`config.mk`:
```
export PLATFORM = sky130hd
export DESIGN_NAME = hos_top
export DESIGN_NICKNAME = d
export VERILOG_FILES = /design/src/core/hos_pkg.sv /design/src/core/hos_in_stage.sv /design/src/core/hos_top.sv
export SDC_FILE = /design/constraint.sdc
export NUM_CORES = 1
export LEC_CHECK = 0
export ABC_AREA = 1
export BUFFER_PORTS_ARGS = -buffer_cell sky130_fd_sc_hd__buf_4
export CORE_ASPECT_RATIO = 2
export CORE_MARGIN = 4
export CORE_UTILIZATION = 50
export DETAILED_ROUTE_END_ITERATION = 8
export GPL_TIMING_DRIVEN = 0
export PLACE_DENSITY = 0.75
export REMOVE_ABC_BUFFERS = 1
export SYNTH_ARGS = -nofsm -noshare
export SYNTH_HDL_FRONTEND = slang
export SYNTH_SLANG_ARGS = --single-unit
```
`constraint.sdc`:
```
create_clock -name clock -period 7 [get_ports clock]
set_clock_uncertainty 0.2 [all_clocks]
set_input_delay 1.05 -clock clock [delete_from_list [all_inputs] [get_ports clock]]
set_output_delay 1.05 -clock clock [all_outputs]
set_load 0.01 [all_outputs]
```
`src/core/hos_pkg.sv`:
```
// Shared constants and types for the heat-seal output supervisor.
// Assumes a single 20 MHz clock and a synchronous active-high reset.
// Function
// RL1: Normal polarity closes alarm contact on fault.
// RL2: Inverse polarity opens alarm contact on fault.
// RL3: Analog output selects live value or reference.
// RL4: Diagnosis raises 307/308 when leaving band.
// RL5: Diagnosis delay starts on entering band.
// RL6: Timeout and diagnosis fault wait for delay.
// RL7: Delay setting changeable only with diagnosis on.
// RL8: Heat-up timeout raises 304 outside band.
// RL9: Measuring impulse 1.7 to 3.0 ms, special variant.
// RL10: Off setting keeps general output de-energized.
// RL11: In-band setting energizes output inside band.
// RL12: Latched in-band output cleared by next start.
// RL13: Start-follow output on start, off cooling end.
// RL14: Reached output on 95 percent, off cooling end.
// RL15: Cooling output from heating end to cooling end.
// RL16: End-of-cycle pulse at most 0.5 seconds.
// RL17: Start during pulse ends it early.
// RL18: Unit setting selects Celsius or Fahrenheit.
// RL19: Timers share one 0.1 second tick; the end-of-cycle pulse counts clock cycles instead.
package hos_pkg;

  localparam int CLK_PERIOD_NS = 50;
  localparam int TICK_TIME_MS  = 100;
  localparam int TICK_CYC      = TICK_TIME_MS * 1000000 / CLK_PERIOD_NS;
  localparam int EOC_TIME_MS   = 500;
  localparam int EOC_CYC       = EOC_TIME_MS * 1000000 / CLK_PERIOD_NS;

  localparam int DW = 10;                      // Tenths of seconds, 0..99.9 s
  localparam logic [DW-1:0] TIME_MAX  = 10'h3E7; // 99.9 s
  localparam logic [DW-1:0] CODE_NONE = 10'h000;
  localparam logic [DW-1:0] CODE_HEAT = 10'h130; // 304
  localparam logic [DW-1:0] CODE_LOW  = 10'h133; // 307
  localparam logic [DW-1:0] CODE_HIGH = 10'h134; // 308

  localparam int MW = 5;                       // Impulse length in 0.1 ms
  localparam logic [MW-1:0] MEAS_MIN = 5'h11;  // 1.7 ms
  localparam logic [MW-1:0] MEAS_MAX = 5'h1E;  // 3.0 ms

  typedef enum logic [2:0] {
    MODE_OFF   = 3'h0,
    MODE_BAND  = 3'h1,
    MODE_LATCH = 3'h2,
    MODE_START = 3'h3,
    MODE_REACH = 3'h4,
    MODE_COOL  = 3'h5,
    MODE_EOC   = 3'h6
  } hos_mode_t;

endpackage : hos_pkg

```
`src/core/hos_in_stage.sv`:
```
// Start pin synchroniser and the shared 0.1 s time base.
// Start arrives asynchronously from the sequencer; tick is internal.
`timescale 1ns/1ps
module hos_in_stage #(
  parameter int TICK_CYC = hos_pkg::TICK_CYC
) (
  input  wire logic clock,
  input  wire logic rst,
  input  wire logic start_pin,
  output logic      start_lvl,
  output logic      start_rise,
  output logic      tick
);
  import hos_pkg::*;

  localparam int TW = $clog2(TICK_CYC + 1);

  typedef struct packed {
    logic [2:0]    sync;
    logic          lvl;
    logic          rise;
    logic [TW-1:0] tcnt;
    logic          tick;
  } hos_in_st_t;

  hos_in_st_t q, d;

  // Level only changes once second and third stages agree
  always_comb begin
    d      = q;
    d.sync = {q.sync[1:0], start_pin};
    d.rise = 1'b0;
    if (q.sync[1] == q.sync[2]) begin
      d.lvl  = q.sync[2];
      d.rise = q.sync[2] & ~q.lvl;
    end
    // Free-running divider, one pulse every 0.1 s [RL19]
    d.tick = 1'b0;
    if (q.tcnt == TW'(TICK_CYC - 1)) begin
      d.tcnt = '0;
      d.tick = 1'b1;
    end else begin
      d.tcnt = q.tcnt + TW'(1);
    end
  end

  always_ff @(posedge clock) begin
    if (rst) begin
      q <= '0;
    end else begin
      q <= d;
    end
  end

  assign start_lvl  = q.lvl;
  assign start_rise = q.rise;
  assign tick       = q.tick;

endmodule : hos_in_stage

```
`src/core/hos_top.sv`:
```
// Alarm relay, general output and temperature supervision timers.
// Band, 95 percent, heating end and cooling end come from the control
// loop on this clock; start comes from the sequencer pin.
`timescale 1ns/1ps
module hos_top #(
  parameter int TICK_CYC = hos_pkg::TICK_CYC,
  parameter int EOC_CYC  = hos_pkg::EOC_CYC
) (
  input  wire logic                     clock,
  input  wire logic                     rst,
  input  wire logic                     start_pin,
  input  wire logic                     in_band,
  input  wire logic                     temp_high,
  input  wire logic                     temp_reached,
  input  wire logic                     heat_end,
  input  wire logic                     cool_end,
  input  wire logic                     ext_fault,
  input  wire logic                     time_ctrl,
  input  wire hos_pkg::hos_mode_t       out1_mode,
  input  wire logic                     alarm_inverse,
  input  wire logic                     analog_ref_cfg,
  input  wire logic                     unit_fahr_cfg,
  input  wire logic                     diag_en,
  input  wire logic [hos_pkg::DW-1:0]   diag_delay_cfg,
  input  wire logic                     heatup_en,
  input  wire logic [hos_pkg::DW-1:0]   heatup_cfg,
  input  wire logic                     special_variant,
  input  wire logic [hos_pkg::MW-1:0]   meas_len_cfg,
  output logic                          alarm_relay,
  output logic                          out1,
  output logic                          analog_ref,
  output logic                          unit_fahr,
  output logic                          delay_edit_en,
  output logic [hos_pkg::DW-1:0]        diag_delay,
  output logic [hos_pkg::MW-1:0]        meas_len,
  output logic                          fault_active,
  output logic [hos_pkg::DW-1:0]        fault_code
);
  import hos_pkg::*;

  localparam int EW = $clog2(EOC_CYC + 1);

  typedef struct packed {
    logic          alarm;
    logic          out1;
    logic          ref_sel;
    logic          fahr;
    logic          edit_en;
    logic [DW-1:0] dly_set;
    logic [MW-1:0] meas;
    logic          fault;
    logic [DW-1:0] code;
    logic          band;
    logic          armed;
    logic          dly_run;
    logic [DW-1:0] dly_cnt;
    logic          hu_run;
    logic [DW-1:0] hu_cnt;
    logic          latch;
    logic          hold;
    logic          eoc;
    logic [EW-1:0] eoc_cnt;
  } hos_top_st_t;

  hos_top_st_t q, d;

  logic start_lvl;
  logic start_rise;
  logic tick;

  // Limit a time setting to the 99.9 s range
  function automatic logic [DW-1:0] clamp_time(input logic [DW-1:0] v);
    clamp_time = (v > TIME_MAX) ? TIME_MAX : v;
  endfunction : clamp_time

  // Keep the impulse length inside 1.7..3.0 ms
  function automatic logic [MW-1:0] clamp_meas(input logic [MW-1:0] v);
    if (v < MEAS_MIN) begin
      clamp_meas = MEAS_MIN;
    end else if (v > MEAS_MAX) begin
      clamp_meas = MEAS_MAX;
    end else begin
      clamp_meas = v;
    end
  endfunction : clamp_meas

  hos_in_stage #(
    .TICK_CYC (TICK_CYC)
  ) u_in (
    .clock      (clock),
    .rst        (rst),
    .start_pin  (start_pin),
    .start_lvl  (start_lvl),
    .start_rise (start_rise),
    .tick       (tick)
  );

  logic [DW-1:0] hu_lim;
  assign hu_lim = clamp_time(heatup_cfg);

  always_comb begin
    d = q;

    // Plain configuration mirrors
    d.ref_sel = analog_ref_cfg;                    // [RL3]
    d.fahr    = unit_fahr_cfg;                     // [RL18]
    d.edit_en = diag_en;
    if (diag_en) begin
      d.dly_set = clamp_time(diag_delay_cfg);      // [RL7]
    end
    // Standard units run the shortest impulse only
    d.meas = special_variant ? clamp_meas(meas_len_cfg) : MEAS_MIN; // [RL9]

    // Faults from the last cycle clear on a new start
    if (start_rise) begin
      d.fault = 1'b0;
      d.code  = CODE_NONE;
    end

    // Delay restarts each time the value enters the band
    d.band = in_band;
    if (start_rise || !diag_en) begin
      d.armed = 1'b0;
    end
    if (!in_band) begin
      d.dly_run = 1'b0;
    end else if (!q.band) begin
      d.dly_run = 1'b1;                            // [RL5]
      d.dly_cnt = '0;
    end else if (q.dly_run) begin
      if (q.dly_cnt >= q.dly_set) begin
        d.dly_run = 1'b0;
        d.armed   = diag_en;                       // [RL6]
      end else if (tick) begin
        d.dly_cnt = q.dly_cnt + DW'(1);            // [RL19]
      end
    end

    // Heat-up timer runs from start; zero time reads as off
    if (start_rise) begin
      d.hu_run = heatup_en && (hu_lim != '0);
      d.hu_cnt = '0;
    end else if (q.hu_run) begin
      if (q.hu_cnt >= hu_lim) begin
        d.hu_run = 1'b0;
        // Held back while the diagnosis delay is still open
        if (!in_band && (!diag_en || q.armed)) begin
          d.fault = 1'b1;                          // [RL8] [RL6]
          d.code  = CODE_HEAT;
        end
      end else if (tick) begin
        d.hu_cnt = q.hu_cnt + DW'(1);              // [RL19]
      end
    end

    // Leaving the band after the delay is a diagnosis fault. Taken on the
    // exit edge only, so a new start can clear it while still out of band;
    // placed after the heat-up check so its code wins a tie
    if (diag_en && q.armed && q.band && !in_band) begin
      d.fault = 1'b1;                              // [RL4]
      d.code  = temp_high ? CODE_HIGH : CODE_LOW;
    end

    // Latch sets inside band; new start clears but set wins
    if (start_rise) begin
      d.latch = 1'b0;
    end
    if (in_band) begin
      d.latch = 1'b1;                              // [RL12]
    end

    // Phase-tied hold, released at cooling end
    if (cool_end) begin
      d.hold = 1'b0;
    end
    case (out1_mode)
      MODE_START: begin
        if (start_lvl) d.hold = 1'b1;              // [RL13]
      end
      MODE_REACH: begin
        if (temp_reached) d.hold = 1'b1;           // [RL14]
      end
      MODE_COOL: begin
        if (heat_end) d.hold = 1'b1;               // [RL15]
      end
      default: begin
        d.hold = 1'b0;
      end
    endcase
    if (!time_ctrl) begin
      d.hold = 1'b0;
    end

    // End-of-cycle pulse; start cuts it short
    if (q.eoc) begin
      if (start_lvl || q.eoc_cnt == EW'(EOC_CYC - 1)) begin
        d.eoc = 1'b0;                              // [RL16] [RL17]
      end else begin
        d.eoc_cnt = q.eoc_cnt + EW'(1);
      end
    end else if (cool_end && time_ctrl && out1_mode == MODE_EOC) begin
      d.eoc     = !start_lvl;
      d.eoc_cnt = '0;
    end

    // General output selection
    case (out1_mode)
      MODE_OFF:   d.out1 = 1'b0;                   // [RL10]
      MODE_BAND:  d.out1 = in_band;                // [RL11]
      MODE_LATCH: d.out1 = d.latch;                // [RL12]
      MODE_START: d.out1 = d.hold;
      MODE_REACH: d.out1 = d.hold;
      MODE_COOL:  d.out1 = d.hold;
      MODE_EOC:   d.out1 = d.eoc;
      default:    d.out1 = 1'b0;
    endcase

    // Contact follows the fault, flipped for inverse wiring
    d.alarm = (d.fault | ext_fault) ^ alarm_inverse; // [RL1] [RL2]
  end

  always_ff @(posedge clock) begin
    if (rst) begin
      q       <= '0;
      q.meas  <= MEAS_MIN;
      q.code  <= CODE_NONE;
    end else begin
      q <= d;
    end
  end

  assign alarm_relay   = q.alarm;
  assign out1          = q.out1;
  assign analog_ref    = q.ref_sel;
  assign unit_fahr     = q.fahr;
  assign delay_edit_en = q.edit_en;
  assign diag_delay    = q.dly_set;
  assign meas_len      = q.meas;
  assign fault_active  = q.fault;
  assign fault_code    = q.code;
endmodule : hos_top

```
==> flow_metrics.py <==
metrics = {
    "run_status": {
        "outcome": "finished clean",
    },
    "min_path": {
        "min-delay-path-class": "reg2reg",
    },
    "die": {
        "die-height_um": 162,
        "die_width_um": 85.2,
        "top_level_ports": 75,
        "core_area_um2": 11700,
        "start_util_pct": 51.0,
        "design.die.area_um2": 13900,
        "core.rowCount": 56,
    },
    "yosys": {
        "syn-cell-area_um2": 5970,
        "synth_edf_count": 0,
        "syn-mean-instance-area_um2": 6.84,
        "yosys_warnings": 0,
        "post_synthesis_sequential_element_count": 109,
        "share_of_synthesized_area_occupied_by_flip_flops_and_latches_pct": 36.6,
        "synthFlopType": "dfxtp_1",
        "synth_cell_type_count": 43,
        "synthArstFlopShare_pct": 0,
        "synthCells": 872,
    },
    "cells_and_area": {
        "area.growth.synth_to_final_pct": 12.8,
        "multi_input_comb_area_um2": 3050,
        "register_area_um2": 2180,
        "layout.cells.most_common": "nand2_1",
        "most-common-layout-cells": "193 x nand2_1, 117 x inv_1, 109 x nor2_1, 109 x dfxtp_1, 74 x buf_4",
        "filler_cell_count": 1169,
        "drive_gt1_share_pct": 12.1,
        "fin_nets": 985,
        "insertedDiodeCount": 0,
        "post_layout_instance_count_excluding_filler_cells": 1067,
    },
    "clock_network": {
        "cts_tree": "done",
        "clock_tree.buffer_depth": 2,
        "clkSinkCount": 109,
        "post-cts-setup-buffer-count": 0,
        "number_of_buffers_inserted_during_clock_tree_synthesis": 9,
        "cts_root_buffer": "clkbuf_16",
        "clk_latency_ns": 0.36,
        "clk_pin_slew_ns": 0.08,
        "post_cts_resized": 0,
        "cts_hold_repair.buffers": 0,
        "cts_max_level": 3,
    },
    "power": {
        "p_leak_nw": 2.75,
        "power-per-cell-area_nw_per_um2": 186,
        "max-vdd-ir-drop_mv": 0.118,
    },
    "route": {
        "num_vias": 5675,
        "antenna_violating_nets_post_route": 0,
        "remaining_drc_errors": 0,
        "firstDrtPassIters": 5,
        "first_iter_violations": 230,
        "drt-vias-per-instance": 5.32,
        "drt-total-wl_um": 15000,
        "avgRoutedWirePerCell_um": 14.1,
    },
    "placement": {
        "placedCellCount": 1051,
        "gpl.final_weighted_congestion": 0.939,
        "port-buffer-count": 74,
        "dp.final_hpwl_um": 11700,
    },
    "global_route": {
        "grt.total_usage_pct": 22.0,
        "initial_antenna_violation_count": 0,
        "grt_remaining_overflow": 0,
        "grt_first_pass_wirelength_um": 24700,
        "pin_count_of_the_biggest_net_entering_global_routing": 45,
        "first_global_vias": 5620,
    },
    "critical_path": {
        "critical_path_peak_fanout": 11,
        "critPathLaunchType": "input port",
        "cp.arrival_ns": 3.46,
        "timing.setup.critical_path_class": "in2reg",
        "crit_required_ns": 7.04,
        "setup.worst_path.end_class": "flip-flop",
    },
    "timing": {
        "max_slew.worst_pin.slew_ns": 0.719,
        "final_min_period_over_clock_period_pct": 48.9,
        "worst_hold_slack_ns": 0.251,
        "post-route-min-period_ns": 3.42,
        "final_max_slew_viol_count": 0,
        "hold_viol": 0,
        "setup-violations-final": 0,
        "max_freq_mhz": 292,
        "finalSetupTns_ns": 0,
        "setup_repair_after_global_routing_missed_its_margin": "false",
        "maxSlewHeadroom_pct": 52.0,
    },
    "job": {
        "timing.max_cap.violations": 0,
    },
}
[path summary, 6_finish.rpt]
check	endpoint	slack [ns]	depth (start not counted)	startpoint
hold reg to reg	fault_code[3]	0.25	2	fault_code[3]
setup reg to reg	q[38]	4.36	9	q[43]
hold / removal	fault_code[3]	0.25	2	fault_code[3]
setup / recovery	q[29]	3.58	16	heatup_cfg[5]
[critical path, cell delays in order]
cell	delay, ns
buf_4	0.08
inv_1	0.05
nor4_1	0.61
inv_1	0.13
nand2_1	0.10
ha_1	0.24
nand2_1	0.08
nand2_1	0.05
nand2_1	0.05
nand2_1	0.04
nand2_1	0.05
nand3_1	0.13
nor2_1	0.18
nand2_1	0.29
nor3_1	0.24
nor3_1	0.07
[metal layers]
| metal | GRT usage (%) | share of wire, % |
|---|---|---|
| met5 | 0 | 0 |
| met3 | 2.58 | 2.4 |
| met2 | 45.0 | 59 |
| met4 | 11.0 | 4.1 |
| met1 | 20.3 | 35 |
[cell type report]
cell class	instances	share of cell area [%]
repair buffers	74	8.25
multi-input cells	601	45.3
clock inverters	7	1.15
well taps	145	2.70
flip-flops and latches	109	32.4
clock buffers	9	3.35
inverters	122	6.80
[sequential cells by signal, indices dropped and copies added (netlist names)]
name and flops:
fault_active 1, analog_ref 1, q 51, unit_fahr 1, u_in.start_lvl 1, meas_len 5, u_in.start_rise 1, alarm_relay 1
u_in.d 2, u_in.tick 1, diag_delay 10, out1 1, fault_code 10, u_in.q 22, delay_edit_en 1
[per-stage QoR]
step | util [%] | power (mW) | cell area [um^2] | setup WS [ns]
detailed placement | 54.9 | 0.756 | 6430 | 3.20
global placement | 54.9 | 0.754 | 6430 | 3.25
floorplan | - | 0.702 | 5690 | 3.91
CTS | 57.5 | 1.27 | 6730 | 3.58
global route | 57.5 | 1.30 | 6730 | 3.28
finish | 57.5 | 1.25 | 6730 | 3.58
[where the power goes]
| part | switching [mW] | internal (mW) | total (mW) |
|---|---|---|---|
| registers | 0.00721 | 0.631 | 0.638 |
| clock network | 0.260 | 0.254 | 0.514 |
| logic | 0.0603 | 0.0419 | 0.102 |
| total | 0.327 | 0.927 | 1.25 |
[cell usage after synthesis, drive strengths merged, types with 9 or more instances]
| master | count | share of area (%) |
|---|---|---|
| nor3 | 37 | 3.6 |
| ha | 24 | 5.0 |
| dfxtp | 109 | 37 |
| nand4 | 24 | 2.5 |
| nand3 | 45 | 3.9 |
| nor4 | 12 | 1.4 |
| inv | 120 | 7.5 |
| nor2 | 114 | 7.6 |
| nand2 | 198 | 13 |
| buf | 31 | 4.0 |
| a21oi | 72 | 6.0 |
| xor2 | 14 | 2.1 |
| clkbuf | 9 | 0.57 |
| o21ai | 32 | 2.7 |
[logic make-up (layout without fill, tap and decap cells)]
kind of cell    after synthesis  after routing  synth area share (%)
simple gates                439            439                  32.8
xor+xnor                     18             18                  2.64
flops                       109            109                  36.6
compound gates              119            119                  10.7
fa+ha+maj                    24             24                  5.03
other cells                   1              1                0.0628
buf+inv                     162            212                  12.3
Note: power is estimated with default switching activity, not from simulation.
